**config.mk**
```make
export PLATFORM = sky130hd
export DESIGN_NAME = erase_wel_sector_protect
export DESIGN_NICKNAME = d
export VERILOG_FILES = /design/src/inc/flash_cmd_pkg.sv /design/src/core/pin_sync3.sv /design/src/core/erase_wel_sector_protect.sv
export VERILOG_INCLUDE_DIRS = /design/src /design/src/inc
export SDC_FILE = /design/constraint.sdc
export NUM_CORES = 1
export LEC_CHECK = 0
export ABC_AREA = 1
export BUFFER_PORTS_ARGS = -buffer_cell sky130_fd_sc_hd__buf_2
export CORE_MARGIN = 2
export CORE_UTILIZATION = 41
export DETAILED_ROUTE_END_ITERATION = 8
export GPL_ROUTABILITY_DRIVEN = 0
export PLACE_DENSITY_LB_ADDON = 0.12
export SKIP_CTS_REPAIR_TIMING = 1
export SLEW_MARGIN = 15
export SYNTH_ARGS = -nofsm -noshare
export SYNTH_HDL_FRONTEND = slang
export SYNTH_SLANG_ARGS = --single-unit
export TNS_END_PERCENT = 100
```
**constraint.sdc**
```tcl
create_clock -name I_CORE_CLK -period 2.3 [get_ports I_CORE_CLK]
set_clock_uncertainty 0.2 [all_clocks]
set_input_delay 0.115 -clock I_CORE_CLK [delete_from_list [all_inputs] [get_ports I_CORE_CLK]]
set_output_delay 0.115 -clock I_CORE_CLK [all_outputs]
set_load 0.01 [all_outputs]
```
**src/inc/flash_cmd_defs.svh**
```systemverilog
// Purpose: Constants for the erase, write-enable and sector-protect command block
// Assumes: 100 MHz core clock
// Notes: Sector geometry and erase time are plain defaults, not device figures
`ifndef FLASH_CMD_DEFS_SVH
`define FLASH_CMD_DEFS_SVH

// ----------------------------------------
// Opcodes
// ----------------------------------------
`define OP_WRITE_ENABLE 8'h06
`define OP_WRITE_DISABLE 8'h04
`define OP_CHIP_ERASE_A 8'h60
`define OP_CHIP_ERASE_B 8'hc7
`define OP_PROTECT_SECTOR 8'h36

// ----------------------------------------
// Geometry and reset values
// ----------------------------------------
`define ADDR_BYTES 3'd3
`define BYTE_CNT_MAX 3'd4
`define SECTOR_COUNT 4
`define SECTOR_MSB 17
`define SECTOR_LSB 16
`define PROT_RESET 4'hf
`define CS_SYNC_RESET 3'h4

// ----------------------------------------
// Timing
// ----------------------------------------
`define CLK_PERIOD_NS 10
`define CHIP_ERASE_TIME_MS 4000
`define CHIP_ERASE_CYCLES (`CHIP_ERASE_TIME_MS * (1000000 / `CLK_PERIOD_NS))

`endif

```
**src/inc/flash_cmd_pkg.sv**
```systemverilog
// Purpose: Types shared by the command block, the SPI host model and the bench
// Assumes: Nothing beyond SystemVerilog packed types
// Notes: State codes are one-hot
package flash_cmd_pkg;

    typedef enum logic [1:0] {
        ST_IDLE = 2'b01,
        ST_ERASE = 2'b10
    } erase_state_t;

    typedef struct packed {
        logic cs_n;
        logic sck;
        logic si;
    } spi_pins_t;

endpackage

```
**src/core/pin_sync3.sv**
```systemverilog
// Purpose: Three-stage synchroniser with agreement filter for pin inputs
// Assumes: Inputs are asynchronous to i_clk
// Notes: Output changes only once stages two and three agree
module pin_sync3 #(
    parameter int WIDTH = 3,
    parameter logic [WIDTH-1:0] RESET_VAL = '0
) (
    input wire logic i_clk,
    input wire logic i_rst,
    input wire logic [WIDTH-1:0] i_async,
    output logic [WIDTH-1:0] o_level
);

    logic [WIDTH-1:0] s1_reg;
    logic [WIDTH-1:0] s2_reg;
    logic [WIDTH-1:0] s3_reg;

    // Stage one feeds stage two only, to keep metastability contained
    always_ff @(posedge i_clk or posedge i_rst) begin
        if (i_rst) begin
            s1_reg <= RESET_VAL;
            s2_reg <= RESET_VAL;
            s3_reg <= RESET_VAL;
        end else begin
            s1_reg <= i_async;
            s2_reg <= s1_reg;
            s3_reg <= s2_reg;
        end
    end

    always_ff @(posedge i_clk or posedge i_rst) begin
        if (i_rst) begin
            o_level <= RESET_VAL;
        end else begin
            for (int i = 0; i < WIDTH; i++) begin
                if (s2_reg[i] == s3_reg[i]) begin
                    o_level[i] <= s3_reg[i];
                end
            end
        end
    end

endmodule

```
**src/core/erase_wel_sector_protect.sv**
```systemverilog
// Purpose: Chip erase, write enable/disable and sector protect command handling
// Assumes: SPI mode 0 or 3, data sampled on rising serial clock
// Notes: Serial pins are oversampled by the core clock; SCK must stay well below 1/8 of it
`include "flash_cmd_defs.svh"

module erase_wel_sector_protect #(
    parameter int unsigned ERASE_CYCLES = `CHIP_ERASE_CYCLES
) (
    input wire logic I_CORE_CLK,
    input wire logic I_SYS_RST,
    input wire flash_cmd_pkg::spi_pins_t I_SPI,
    input wire logic I_PROT_LOCK,
    input wire logic I_ERASE_FAIL,
    output logic O_WEL,
    output logic O_BUSY,
    output logic O_EPE,
    output logic [`SECTOR_COUNT-1:0] O_SECTOR_PROT
);
    import flash_cmd_pkg::*;

    // ----------------------------------------
    // Pin synchronisation and edge detection
    // ----------------------------------------
    spi_pins_t pins;
    logic cs_n_prev_reg;
    logic sck_prev_reg;
    logic cs_fall;
    logic cs_rise;
    logic sck_rise;

    pin_sync3 #(
        .WIDTH(3),
        .RESET_VAL(`CS_SYNC_RESET)
    ) u_pin_sync (
        .i_clk(I_CORE_CLK),
        .i_rst(I_SYS_RST),
        .i_async(I_SPI),
        .o_level(pins)
    );

    always_ff @(posedge I_CORE_CLK or posedge I_SYS_RST) begin
        if (I_SYS_RST) begin
            cs_n_prev_reg <= 1'b1;
            sck_prev_reg <= 1'b0;
        end else begin
            cs_n_prev_reg <= pins.cs_n;
            sck_prev_reg <= pins.sck;
        end
    end

    assign cs_fall = cs_n_prev_reg & ~pins.cs_n;
    assign cs_rise = ~cs_n_prev_reg & pins.cs_n;
    assign sck_rise = ~sck_prev_reg & pins.sck & ~pins.cs_n;

    // ----------------------------------------
    // Bit and byte counting, shifting
    // ----------------------------------------
    logic [2:0] bit_cnt_reg;
    logic [2:0] byte_cnt_reg;
    logic [7:0] shift_reg;
    logic [7:0] opcode_reg;
    logic [23:0] addr_reg;
    logic [7:0] byte_in;

    assign byte_in = {shift_reg[6:0], pins.si};

    always_ff @(posedge I_CORE_CLK or posedge I_SYS_RST) begin
        if (I_SYS_RST) begin
            bit_cnt_reg <= 3'h0;
            byte_cnt_reg <= 3'h0;
            shift_reg <= 8'h00;
        end else if (cs_fall) begin
            bit_cnt_reg <= 3'h0;
            byte_cnt_reg <= 3'h0;
        end else if (sck_rise) begin
            bit_cnt_reg <= bit_cnt_reg + 3'h1;
            shift_reg <= byte_in;
            // Saturate so long trailing data cannot wrap the count
            if (bit_cnt_reg == 3'h7 && byte_cnt_reg != `BYTE_CNT_MAX) begin
                byte_cnt_reg <= byte_cnt_reg + 3'h1;
            end
        end
    end

    always_ff @(posedge I_CORE_CLK or posedge I_SYS_RST) begin
        if (I_SYS_RST) begin
            opcode_reg <= 8'h00;
            addr_reg <= 24'h000000;
        end else if (cs_fall) begin
            // Cleared so a cut frame cannot reapply the previous command
            opcode_reg <= 8'h00;
        end else if (sck_rise && bit_cnt_reg == 3'h7) begin
            // Bytes after the address are ignored
            if (byte_cnt_reg == 3'h0) begin
                opcode_reg <= byte_in;
            end else if (byte_cnt_reg <= `ADDR_BYTES) begin
                addr_reg <= {addr_reg[15:0], byte_in};
            end
        end
    end

    // ----------------------------------------
    // Command decode at chip select release
    // ----------------------------------------
    erase_state_t state_reg;
    logic wel_reg;
    logic [`SECTOR_COUNT-1:0] prot_reg;
    logic aligned;
    logic full_addr;
    logic prot_any;
    logic idle;
    logic is_ce;
    logic is_we;
    logic is_wd;
    logic is_ps;
    logic start_erase;
    logic wel_next;
    logic [`SECTOR_COUNT-1:0] prot_next;
    logic [1:0] sector;

    assign aligned = (bit_cnt_reg == 3'h0) && (byte_cnt_reg != 3'h0);
    assign full_addr = byte_cnt_reg > `ADDR_BYTES;
    assign prot_any = |prot_reg;
    assign idle = (state_reg == ST_IDLE);
    assign is_ce = (opcode_reg == `OP_CHIP_ERASE_A) || (opcode_reg == `OP_CHIP_ERASE_B);
    assign is_we = opcode_reg == `OP_WRITE_ENABLE;
    assign is_wd = opcode_reg == `OP_WRITE_DISABLE;
    assign is_ps = opcode_reg == `OP_PROTECT_SECTOR;
    assign sector = addr_reg[`SECTOR_MSB:`SECTOR_LSB];
    // Commands arriving while erasing are dropped; the array is unavailable
    assign start_erase = cs_rise && idle && is_ce && wel_reg && aligned && !prot_any;

    always_comb begin
        wel_next = wel_reg;
        prot_next = prot_reg;
        if (cs_rise && idle && aligned) begin
            if (is_we) begin
                wel_next = 1'b1;
            end else if (is_wd) begin
                wel_next = 1'b0;
            end
        end
        if (cs_rise && idle && wel_reg) begin
            if (is_ce) begin
                wel_next = 1'b0;
            end else if (is_ps) begin
                wel_next = 1'b0;
                if (!I_PROT_LOCK && full_addr && aligned) begin
                    prot_next[sector] = 1'b1;
                end
            end
        end
    end

    always_ff @(posedge I_CORE_CLK or posedge I_SYS_RST) begin
        if (I_SYS_RST) begin
            wel_reg <= 1'b0;
        end else begin
            wel_reg <= wel_next;
        end
    end

    always_ff @(posedge I_CORE_CLK or posedge I_SYS_RST) begin
        if (I_SYS_RST) begin
            prot_reg <= `PROT_RESET;
        end else begin
            prot_reg <= prot_next;
        end
    end

    // ----------------------------------------
    // Erase sequencing and error flag
    // ----------------------------------------
    logic [31:0] timer_reg;
    logic epe_reg;
    logic erase_end;

    assign erase_end = (state_reg == ST_ERASE) && (timer_reg == 32'h0);

    always_ff @(posedge I_CORE_CLK or posedge I_SYS_RST) begin
        if (I_SYS_RST) begin
            state_reg <= ST_IDLE;
            timer_reg <= 32'h0;
        end else begin
            case (state_reg)
                ST_IDLE: begin
                    if (start_erase) begin
                        state_reg <= ST_ERASE;
                        timer_reg <= 32'(ERASE_CYCLES - 1);
                    end
                end
                ST_ERASE: begin
                    // Self-timed; no serial clocks are needed to finish
                    if (timer_reg == 32'h0) begin
                        state_reg <= ST_IDLE;
                    end else begin
                        timer_reg <= timer_reg - 32'h1;
                    end
                end
                default: begin
                    state_reg <= ST_IDLE;
                end
            endcase
        end
    end

    // Flag reflects the last erase: fresh result at each completion
    always_ff @(posedge I_CORE_CLK or posedge I_SYS_RST) begin
        if (I_SYS_RST) begin
            epe_reg <= 1'b0;
        end else if (erase_end) begin
            epe_reg <= I_ERASE_FAIL;
        end
    end

    // ----------------------------------------
    // Outputs
    // ----------------------------------------
    assign O_WEL = wel_reg;
    assign O_BUSY = state_reg[1];
    assign O_EPE = epe_reg;
    assign O_SECTOR_PROT = prot_reg;
endmodule

```
==> results of run 1 <==
[layout make-up]
| type | count | area [sq um] |
|---|---|---|
| fill | 1019 | 5340 |
| sequential | 81 | 2040 |
| multi-input combinational | 402 | 1950 |
| timing repair buffer | 33 | 280 |
| inverter | 60 | 229 |
| tap | 136 | 170 |
| clock buffer | 9 | 124 |
| clock inverter | 7 | 101 |
[path summary, 6_finish.rpt]
check	from	slack (ps)	to	depth (start not counted)
max	byte_cnt_reg[0]	240	timer_reg[18]	12
min	u_pin_sync.s1_reg[1]	160	u_pin_sync.s2_reg[1]	0
max reg2reg	byte_cnt_reg[0]	240	timer_reg[18]	12
min reg2reg	u_pin_sync.s1_reg[1]	160	u_pin_sync.s2_reg[1]	0
max in group asynchronous	I_SYS_RST	1040	cs_n_prev_reg	4
min in group asynchronous	I_SYS_RST	200	timer_reg[23]	3
[layout by cell type, fill, tap and decap left out, types with 2 or more instances in the layout]
cell type and count:
nor3_1 5, nand4_1 13, nor2_4 4, xor2_1 7
nor2_2 7, ha_1 7, dfrtp_1 71, nand3_1 43
dlygate4sd3_1 6, a21oi_1 4, inv_1 58, o21ai_0 52
nor2_1 83, clkinvlp_4 2, o21ai_2 2, inv_6 2
clkbuf_8 9, nand2_1 146, dfstp_2 10, buf_2 13
nand3b_1 6, buf_4 10, nand2_2 4, o21bai_1 4
xnor2_1 3, maj3_1 3, bufinv_16 2, buf_12 4
[power groups by stage]
stage | logic (W) | clock network [W] | registers, W
global placement | 0.000427 | 0 | 0.00169
detailed placement | 0.000439 | 0 | 0.00170
global route | 0.000513 | 0.00130 | 0.00169
floorplan | 0.000319 | 0 | 0.00167
finish | 0.000438 | 0.00120 | 0.00167
CTS | 0.000442 | 0.00123 | 0.00167
[cell families (layout without fill, tap and decap cells)]
kind of cell | Yosys count | in the layout | share of synthesized area
XOR/XNOR | 10 | 10 | 0.0204
AND/OR/NAND/NOR | 318 | 318 | 0.327
buffers and inverters | 72 | 109 | 0.0719
flip-flops | 81 | 81 | 0.474
adder cells (fa/ha/maj) | 10 | 10 | 0.0274
AO/OA/AOI/OAI | 64 | 64 | 0.0789
[metal layers]
metal  up-vias  global-route usage  share of wire
met4         0              0.0733          0.021
li1       1836                   -              -
met3        15              0.0239          0.023
met2        36               0.325           0.50
met1      1697               0.235           0.46
met5         -                   0              0
[metrics by stage]
| step | setup WS [ps] | power (W) | utilization | hold WS, ps | instances |
|---|---|---|---|---|---|
| after global placement | 294 | 0.00212 | 0.451 | 21.6 | 706 |
| after global routing | 33.9 | 0.00350 | 0.478 | 163 | 728 |
| final | 238 | 0.00331 | 0.478 | 156 | 728 |
| after detailed placement | 260 | 0.00214 | 0.451 | 22.0 | 706 |
| after floorplan | 302 | 0.00199 | - | -80.5 | 555 |
| after CTS | 216 | 0.00335 | 0.473 | -372 | 722 |
==> run_results.csv, run 1 <==
group,metric,value,unit
run_status,status,"finished, final reports clean",
synth,synth-seq-area-share,0.474,
worst_setup_path,crit_chain,"inv_1 > ha_1 > nand2_1 > nand3_1 > nor2_2 > nand2_1 > nor2_4 > inv_1 > nand2_2 > buf_12 > nand2_1 > o21ai_0",
synth,synthTopCellsByCount,"nand2_1 (146), nor2_1 (83), dfrtp_1 (71), inv_1 (59), o21ai_0 (52)",
synth,syn_area_per_cell,7.75,sq um
drt,wl,9.78,mm
drt,dr_total_vias,3584,
timing,min_period_over_period,0.897,
worst_setup_path,crit_family,"simple AND/OR/NAND/NOR gates",
power,share_comb_of_total_power,0.132,
synth,post-synth-top-count-cell,"nand2_1",
synth,synth_cell_type_count,34,
worst_setup_path,worst_setup_path_start_kind,"flip-flop",
timing,tightest_slew,702,ps
power,p_per_area,676,nW/um^2
floorplan,rows,37,
drt,ant_nets,0,
clock_network,cts_sinks,81,
worst_setup_path,critPathMaxFanout,29,
synth,synth_ff_type,"dfrtp_1",
placed_design,place_area,4610,sq um
floorplan,die_area,11300,sq um
cells_and_area,n_antenna_cell,0,
cells_and_area,largest_reg_flops,32,
timing,tns,0,ps
clock_network,cts_root_buf,"clkbuf_8",
worst_setup_path,worstPathArrival,2140,ps
synth,netlist_instances,555,
power,p_clk_frac,0.363,
synth,ys_ff_latch,81,
clock_network,h-tree-depth,3,
drt,firstDrtPassIters,4,
synth,yosysTopAreaCellShare,0.413,
synth,synth.area.top_cells,"dfrtp_1 (41%), nand2_1 (13%), nor2_1 (7.2%)",
timing,rsz0062_at_grt,"no",
timing,relSlewSlack,0.530,
power,netSwitchingPower,0.000951,W
floorplan,io-pin-count,14,
timing,finalHoldViolations,0,
cells_and_area,drive_above_1_share,0.128,
floorplan,die_x,106,um
grt,grt_pass1_wl,16.6,mm
clock_network,cts_buffers,9,
synth,async_flop_share,1.00,
worst_setup_path,slowest_delay,380,ps
clock_network,path_clk_slew,90,ps
power,swShare,0.288,
placed_design,dpl.hpwl,7.31,mm
cells_and_area,nets,601,
cells_and_area,syn2layout_area_growth,13.9,%
worst_setup_path,crit_path_end_kind,"flip-flop",
timing,fmax,0.485,GHz
grt,antenna_found_initial,0,
synth,synth_nets,569,
grt,gr-total-overflow,0,
grt,grt_pass1_vias,3447,
synth,yosysWarnings,0,
drt,drc,0,
power,internal_power,0.00236,W
clock_network,clock_latency,360,ps
grt,grt_max_degree,30,
drt,post_drt_wl_per_cell,13.4,um
flow_run,max_cap_viol_count,0,
worst_setup_path,cp.required,2380,ps
clock_network,clock_path_buffers,2,
grt,grtUsageTotal,0.187,
timing,setup_viol,0,
power,vdd_drop_max,631,uV
clock_network,cts_tree,"yes",
floorplan,die_h,106,um
synth,yosys.area.top_type,"dfrtp_1",
synth,synth-edff-count,0,
drt,drtIter0Drc,139,
worst_setup_path,critPathKind,"reg2reg",
worst_setup_path,crit_top_cell,"nand2_1",
drt,viasPerCell,4.92,
timing,min_period,2060,ps
power,seqPwrFrac,0.505,
floorplan,core_region_area,10200,sq um
placed_design,portBuffers,13,
min_path,min_path_type,"reg2reg",
worst_setup_path,cp_slowest_cell,"dfrtp_1",
worst_setup_path,path_buf_inv,3,
power,power_leakage,2.51,nW
timing,finalMaxSlewViolations,0,
cells_and_area,stdcell_area,4890,sq um
synth,synthesis.area,4300,sq um
floorplan,start_util,0.420,
(Power assumes the default switching activity.)
==> run 2, diff against run 1 <==
--- a/config.mk
+++ b/config.mk
@@ -12,7 +12,7 @@
 export CORE_UTILIZATION = 41
 export DETAILED_ROUTE_END_ITERATION = 8
 export GPL_ROUTABILITY_DRIVEN = 0
-export PLACE_DENSITY_LB_ADDON = 0.12
+export PLACE_DENSITY = 0.59
 export SKIP_CTS_REPAIR_TIMING = 1
 export SLEW_MARGIN = 15
 export SYNTH_ARGS = -nofsm -noshare
==> constraint.sdc (replaced) <==
create_clock -name I_CORE_CLK -period 2.4 [get_ports I_CORE_CLK]
set_clock_uncertainty 0.2 [all_clocks]
set_input_delay 0.12 -clock I_CORE_CLK [delete_from_list [all_inputs] [get_ports I_CORE_CLK]]
set_output_delay 0.12 -clock I_CORE_CLK [all_outputs]
set_load 0.01 [all_outputs]
==> run 2 against run 1 <==
Routed wire length fell by 4.0%. Via count rose by 0.45%. Combinational power shrank 6.6%. Final cell count fell by 0.41%. Cell area down 1.7%. Core utilization down 0.81 points. Fmax shrank 0.13%. Setup slack better by 97 ps. Flip-flop and latch count did not move. Critical path depth down 2. Non-clock buffer count is 3 lower. Largest power group unchanged. Highest routed layer unchanged.
==> run_results.csv, run 2 (same netlist as run 1, synthesis figures left out) <==
group,metric,value,unit
clock_network,cts_sinks,81,
timing,finalWorstSetupSlack,335,ps
power,netSwitchingPower,0.000930,W
drt,drc,0,
drt,drtIter0Drc,126,
timing,tightest_slew,678,ps
timing,rsz0062_at_grt,"no",
timing,relSlewSlack,0.546,
floorplan,io-pin-count,14,
power,swShare,0.309,
drt,firstDrtPassIters,4,
floorplan,core_region_area,10200,sq um
clock_network,path_clk_slew,90,ps
worst_setup_path,worstPathArrival,2110,ps
placed_design,portBuffers,13,
worst_setup_path,crit_chain,"inv_1 > ha_1 > nand2_2 > nor2_8 > nand2_4 > o21ai_1 > nand2_2 > buf_12 > o21ai_0 > nand2_1",
timing,setup_viol,0,
drt,dr_total_vias,3600,
timing,min_period_over_period,0.860,
grt,grt_pass1_vias,3501,
floorplan,start_util,0.420,
worst_setup_path,rrSetupSlack,340,ps
floorplan,die_area,11300,sq um
worst_setup_path,critPathMaxFanout,29,
timing,min_period,2060,ps
grt,gr-total-overflow,0,
grt,grt_pass1_wl,16.0,mm
worst_setup_path,worst_setup_path_start_kind,"flip-flop",
clock_network,cts_root_buf,"clkbuf_8",
placed_design,pre_cts_slack,321,ps
power,total_power,0.00301,W
clock_network,clock_path_buffers,2,
drt,wl,9.39,mm
timing,finalMaxSlewViolations,0,
placed_design,dpl.hpwl,6.94,mm
grt,grtUsageTotal,0.178,
power,power_leakage,2.48,nW
cells_and_area,final_cell_mix,"nand2_1 (146), nor2_1 (83), dfrtp_1 (71)",
power,internal_power,0.00208,W
grt,grt_max_degree,42,
timing,fmax,0.484,GHz
clock_network,h-tree-depth,3,
cells_and_area,n_antenna_cell,0,
worst_setup_path,cp_slowest_cell,"dfrtp_1",
grt,antenna_found_initial,0,
power,p_clk_frac,0.333,
power,share_comb_of_total_power,0.136,
power,vdd_drop_max,509,uV
cells_and_area,drive_above_1_share,0.124,
timing,tns,0,ps
cells_and_area,final_common_cell,"nand2_1",
flow_run,max_cap_viol_count,0,
drt,ant_nets,0,
cells_and_area,multi_input_area,1950,sq um
power,seqPwrFrac,0.531,
run_status,status,"finished, final reports clean",
cells_and_area,nets,598,
cells_and_area,largest_reg_flops,32,
clock_network,clock_latency,350,ps
cells_and_area,regArea,2040,sq um
power,p_per_area,626,nW/um^2
cells_and_area,fillers,1039,
clock_network,cts_tree,"yes",
floorplan,rows,37,
clock_network,cts_buffers,9,
worst_setup_path,crit_path_end_kind,"flip-flop",
floorplan,die_h,106,um
drt,post_drt_wl_per_cell,13.0,um
worst_setup_path,crit_top_cell,"nand2_2",
worst_setup_path,critPathKind,"reg2reg",
floorplan,die_x,106,um
cells_and_area,syn2layout_area_growth,11.9,%
worst_setup_path,cp.required,2440,ps
min_path,min_path_type,"reg2reg",
timing,finalHoldViolations,0,
worst_setup_path,slowest_delay,400,ps
drt,viasPerCell,4.97,
[run 2: changes by cell type in the layout (fill, tap and decap cells not counted), moves of 2 or more]
cell	before	now
buf_12	4	2
clkinvlp_4	2	0
bufinv_16	2	0
inv_6	2	4
[run 2: per-stage QoR]
step / hold slack (ps) / instances / instance area (sq um) / utilization
final: 155 / 725 / 4810 / 0.470
after global routing: 163 / 725 / 4810 / 0.470
after CTS: -367 / 719 / 4750 / 0.464
after detailed placement: 27.6 / 703 / 4560 / 0.446
after global placement: 25.2 / 703 / 4560 / 0.446
after floorplan: -75.5 / 555 / 4300 / -
[run 2: routing by layer]
metal	wire, um	track usage	vias up
met5	0	0	-
met4	159	0.0564	0
met3	284	0.0429	18
met2	4760	0.320	59
met1	4180	0.209	1694
li1	-	-	1829
[run 2: worst max-delay path: cells and delay by family, from the launching register on]
family,cells,cell delay [ps]
AOI/OAI and AO/OA,2,310
adders and majority gates,1,200
buffers and inverters,2,290
DFF,1,400
and+or+nand+nor,5,570
[run 2: layout make-up]
class | count | share of cell area
clock inverters | 6 | 0.0114
inverters | 60 | 0.0471
flip-flops and latches | 81 | 0.424
clock buffers | 10 | 0.0286
repair buffers | 30 | 0.0484
well taps | 136 | 0.0354
multi-input cells | 402 | 0.405
[run 2: power by group through the flow]
stage               clock network [W]  registers (W)  logic [W]
floorplan                           0        0.00160   0.000305
global placement                    0        0.00162   0.000398
CTS                           0.00103        0.00160   0.000409
global route                  0.00109        0.00162   0.000481
finish                        0.00101        0.00160   0.000409
detailed placement                  0        0.00163   0.000406
[run 2: path summary, 6_finish.rpt]
kind,depth (start not counted),start,end
setup / recovery,10,timer_reg[0],timer_reg[16]
hold / removal,0,u_pin_sync.s1_reg[1],u_pin_sync.s2_reg[1]
setup reg to reg,10,timer_reg[0],timer_reg[16]
hold reg to reg,0,u_pin_sync.s1_reg[1],u_pin_sync.s2_reg[1]
max in group asynchronous,4,I_SYS_RST,timer_reg[25]
min in group asynchronous,4,I_SYS_RST,u_pin_sync.s1_reg[0]
==> run 3, diff against run 2 <==
--- a/config.mk
+++ b/config.mk
@@ -8,7 +8,6 @@
 export LEC_CHECK = 0
 export ABC_AREA = 1
 export BUFFER_PORTS_ARGS = -buffer_cell sky130_fd_sc_hd__buf_2
-export CORE_MARGIN = 2
 export CORE_UTILIZATION = 41
 export DETAILED_ROUTE_END_ITERATION = 8
 export GPL_ROUTABILITY_DRIVEN = 0
==> run 3 against run 2 <==
Power increased by 2.3%. First-iteration DRC count rose by 56%. Fmax increased by 0.27%. Via count grew 0.31%. Setup slack improved by 5.5 ps. Global-route usage increased by 2.0 points. Sequential power about the same. Sequential share of layout area decreased by 0.20 points. Register-to-register slack barely moved. Cell area grew 0.47%. Non-clock buffer count shrank 1. Flip-flop and latch count stayed put. Critical path type unchanged. Largest power group unchanged.
==> run_results.csv, run 3 (same netlist as run 1, synthesis figures left out) <==
group,metric,value,unit
grt,grt_pass1_vias,3559,
worst_setup_path,critPathLaunch,"timer_reg[0]",
cells_and_area,final_cells,724,
floorplan,core_region_area,10200,sq um
cells_and_area,nets,597,
timing,tns,0,ps
drt,wl_met3,345,um
worst_setup_path,worstPathArrival,2110,ps
worst_setup_path,rrSetupSlack,340,ps
run_status,status,"finished, final reports clean",
floorplan,die_h,104,um
drt,drc,0,
drt,wl_met2,4.89,mm
worst_setup_path,cp_num_cells,10,
drt,post_drt_wl_per_cell,13.4,um
floorplan,start_util,0.420,
worst_setup_path,crit_family,"simple AND/OR/NAND/NOR gates",
clock_network,h-tree-depth,3,
clock_network,cts_root_buf,"clkbuf_8",
worst_setup_path,slowest_delay,400,ps
timing,finalHoldViolations,0,
grt,antenna_found_initial,0,
cells_and_area,n_antenna_cell,0,
timing,hold_slack,137,ps
placed_design,dp_cells,702,
clock_network,path_clk_slew,90,ps
drt,wl,9.67,mm
cells_and_area,final_cell_mix,"nand2_1 (146), nor2_1 (83), dfrtp_1 (71)",
drt,dr.max_layer_used,"met4",
worst_setup_path,timing.rr.start,"timer_reg[0]",
timing,min_period_over_period,0.858,
worst_setup_path,cp.required,2450,ps
drt,ant_nets,0,
clock_network,cts_tree,"yes",
power,vdd_drop_max,522,uV
cells_and_area,largest_reg_flops,32,
drt,dr_total_vias,3611,
drt,wl_met1,4.22,mm
timing,finalMaxSlewViolations,0,
worst_setup_path,reg2reg_depth,10,
min_path,min_path_type,"in2async",
worst_setup_path,critPathKind,"reg2reg",
placed_design,dpl.hpwl,7.07,mm
worst_setup_path,crit_chain,"inv_1 > ha_1 > nand2_2 > nor2_8 > nand2_4 > o21ai_1 > nand2_2 > buf_12 > nand2_1 > o21ai_0",
drt,drtIter0Drc,196,
floorplan,die_area,10900,sq um
floorplan,die_x,104,um
worst_setup_path,path_buf_inv,2,
floorplan,rows,37,
worst_setup_path,crit_top_cell,"nand2_2",
clock_network,cts_sinks,81,
grt,gr-total-overflow,0,
cells_and_area,syn2layout_area_growth,12.5,%
timing,finalWorstSetupSlack,341,ps
timing,setup_viol,0,
power,total_power,0.00309,W
floorplan,io-pin-count,14,
timing,rsz0062_at_grt,"no",
worst_setup_path,worst_setup_path_start_kind,"flip-flop",
timing,min_period,2060,ps
timing,fmax,0.486,GHz
worst_setup_path,critPathMaxFanout,29,
grt,grt_pass1_wl,16.9,mm
clock_network,cts_buffers,9,
worst_setup_path,rr_endpoint,"timer_reg[11]",
power,power_leakage,2.49,nW
timing,relSlewSlack,0.554,
grt,grtUsageTotal,0.198,
clock_network,clock_path_buffers,2,
flow_run,max_cap_viol_count,0,
cells_and_area,final_common_cell,"nand2_1",
cells_and_area,fillers,1013,
worst_setup_path,endpoint,"timer_reg[11]",
worst_setup_path,cp_slowest_cell,"dfrtp_1",
timing,tightest_slew,667,ps
drt,firstDrtPassIters,4,
cells_and_area,drive_above_1_share,0.122,
worst_setup_path,crit_path_end_kind,"flip-flop",
power,p_per_area,638,nW/um^2
drt,viasPerCell,4.99,
placed_design,pre_cts_slack,352,ps
grt,grt_max_degree,48,
clock_network,clock_latency,370,ps
placed_design,portBuffers,13,
-- run 3: changes by cell type in the layout (fill, tap and decap cells not counted) --
cell	previous run	this run
clkinvlp_4	0	1
buf_12	2	3
inv_6	4	3
buf_4	9	7
bufinv_16	0	1
inv_8	1	0
-- run 3: worst reg2reg max path: cells and delay by family, from the launching register on --
| kind | cells | cell delay [ps] |
|---|---|---|
| AOI/OAI and AO/OA | 2 | 300 |
| adders and majority gates | 1 | 190 |
| buffers and inverters | 2 | 280 |
| DFF | 1 | 400 |
| and+or+nand+nor | 5 | 560 |
-- run 3: worst min-delay path by stage --
| stage | from | endpoint | cells after the start |
|---|---|---|---|
| 2_1_floorplan | I_SPI[2] | u_pin_sync.s1_reg[2] | 0 |
| 6_report | I_SYS_RST | byte_cnt_reg[2] | 3 |
| 5_1_grt | I_SPI[0] | u_pin_sync.s1_reg[0] | 2 |
| 3_3_place_gp | I_SYS_RST | u_pin_sync.o_level[0] | 2 |
| 3_5_place_dp | I_SYS_RST | u_pin_sync.s3_reg[0] | 2 |
| 4_1_cts | I_SYS_RST | byte_cnt_reg[2] | 2 |
-- run 3: layout make-up --
type                       count  area, sq um  area share
timing repair buffer          29          238      0.0492
tap                          136          170      0.0352
clock buffer                  10          138      0.0285
multi-input combinational    402         1950       0.403
inverter                      60          226      0.0468
sequential                    81         2040       0.422
clock inverter                 6         72.6      0.0150
-- run 3: per-stage QoR --
stage                util  cell area (sq um)
floorplan               -               4300
global placement    0.446               4560
detailed placement  0.446               4560
CTS                 0.467               4770
global route        0.473               4830
finish              0.473               4830
-- run 3: per-layer routing --
metal | vias to the layer above | global-route usage
li1 | 1831 | -
met1 | 1709 | 0.235
met2 | 53 | 0.339
met3 | 18 | 0.0514
met4 | 0 | 0.0796
met5 | - | 0
-- run 3: report_power, final --
group / internal, W / switching (W) / total, W
combinational: 0.000154 / 0.000263 / 0.000417
sequential: 0.00150 / 0.0000962 / 0.00160
clock: 0.000522 / 0.000548 / 0.00107
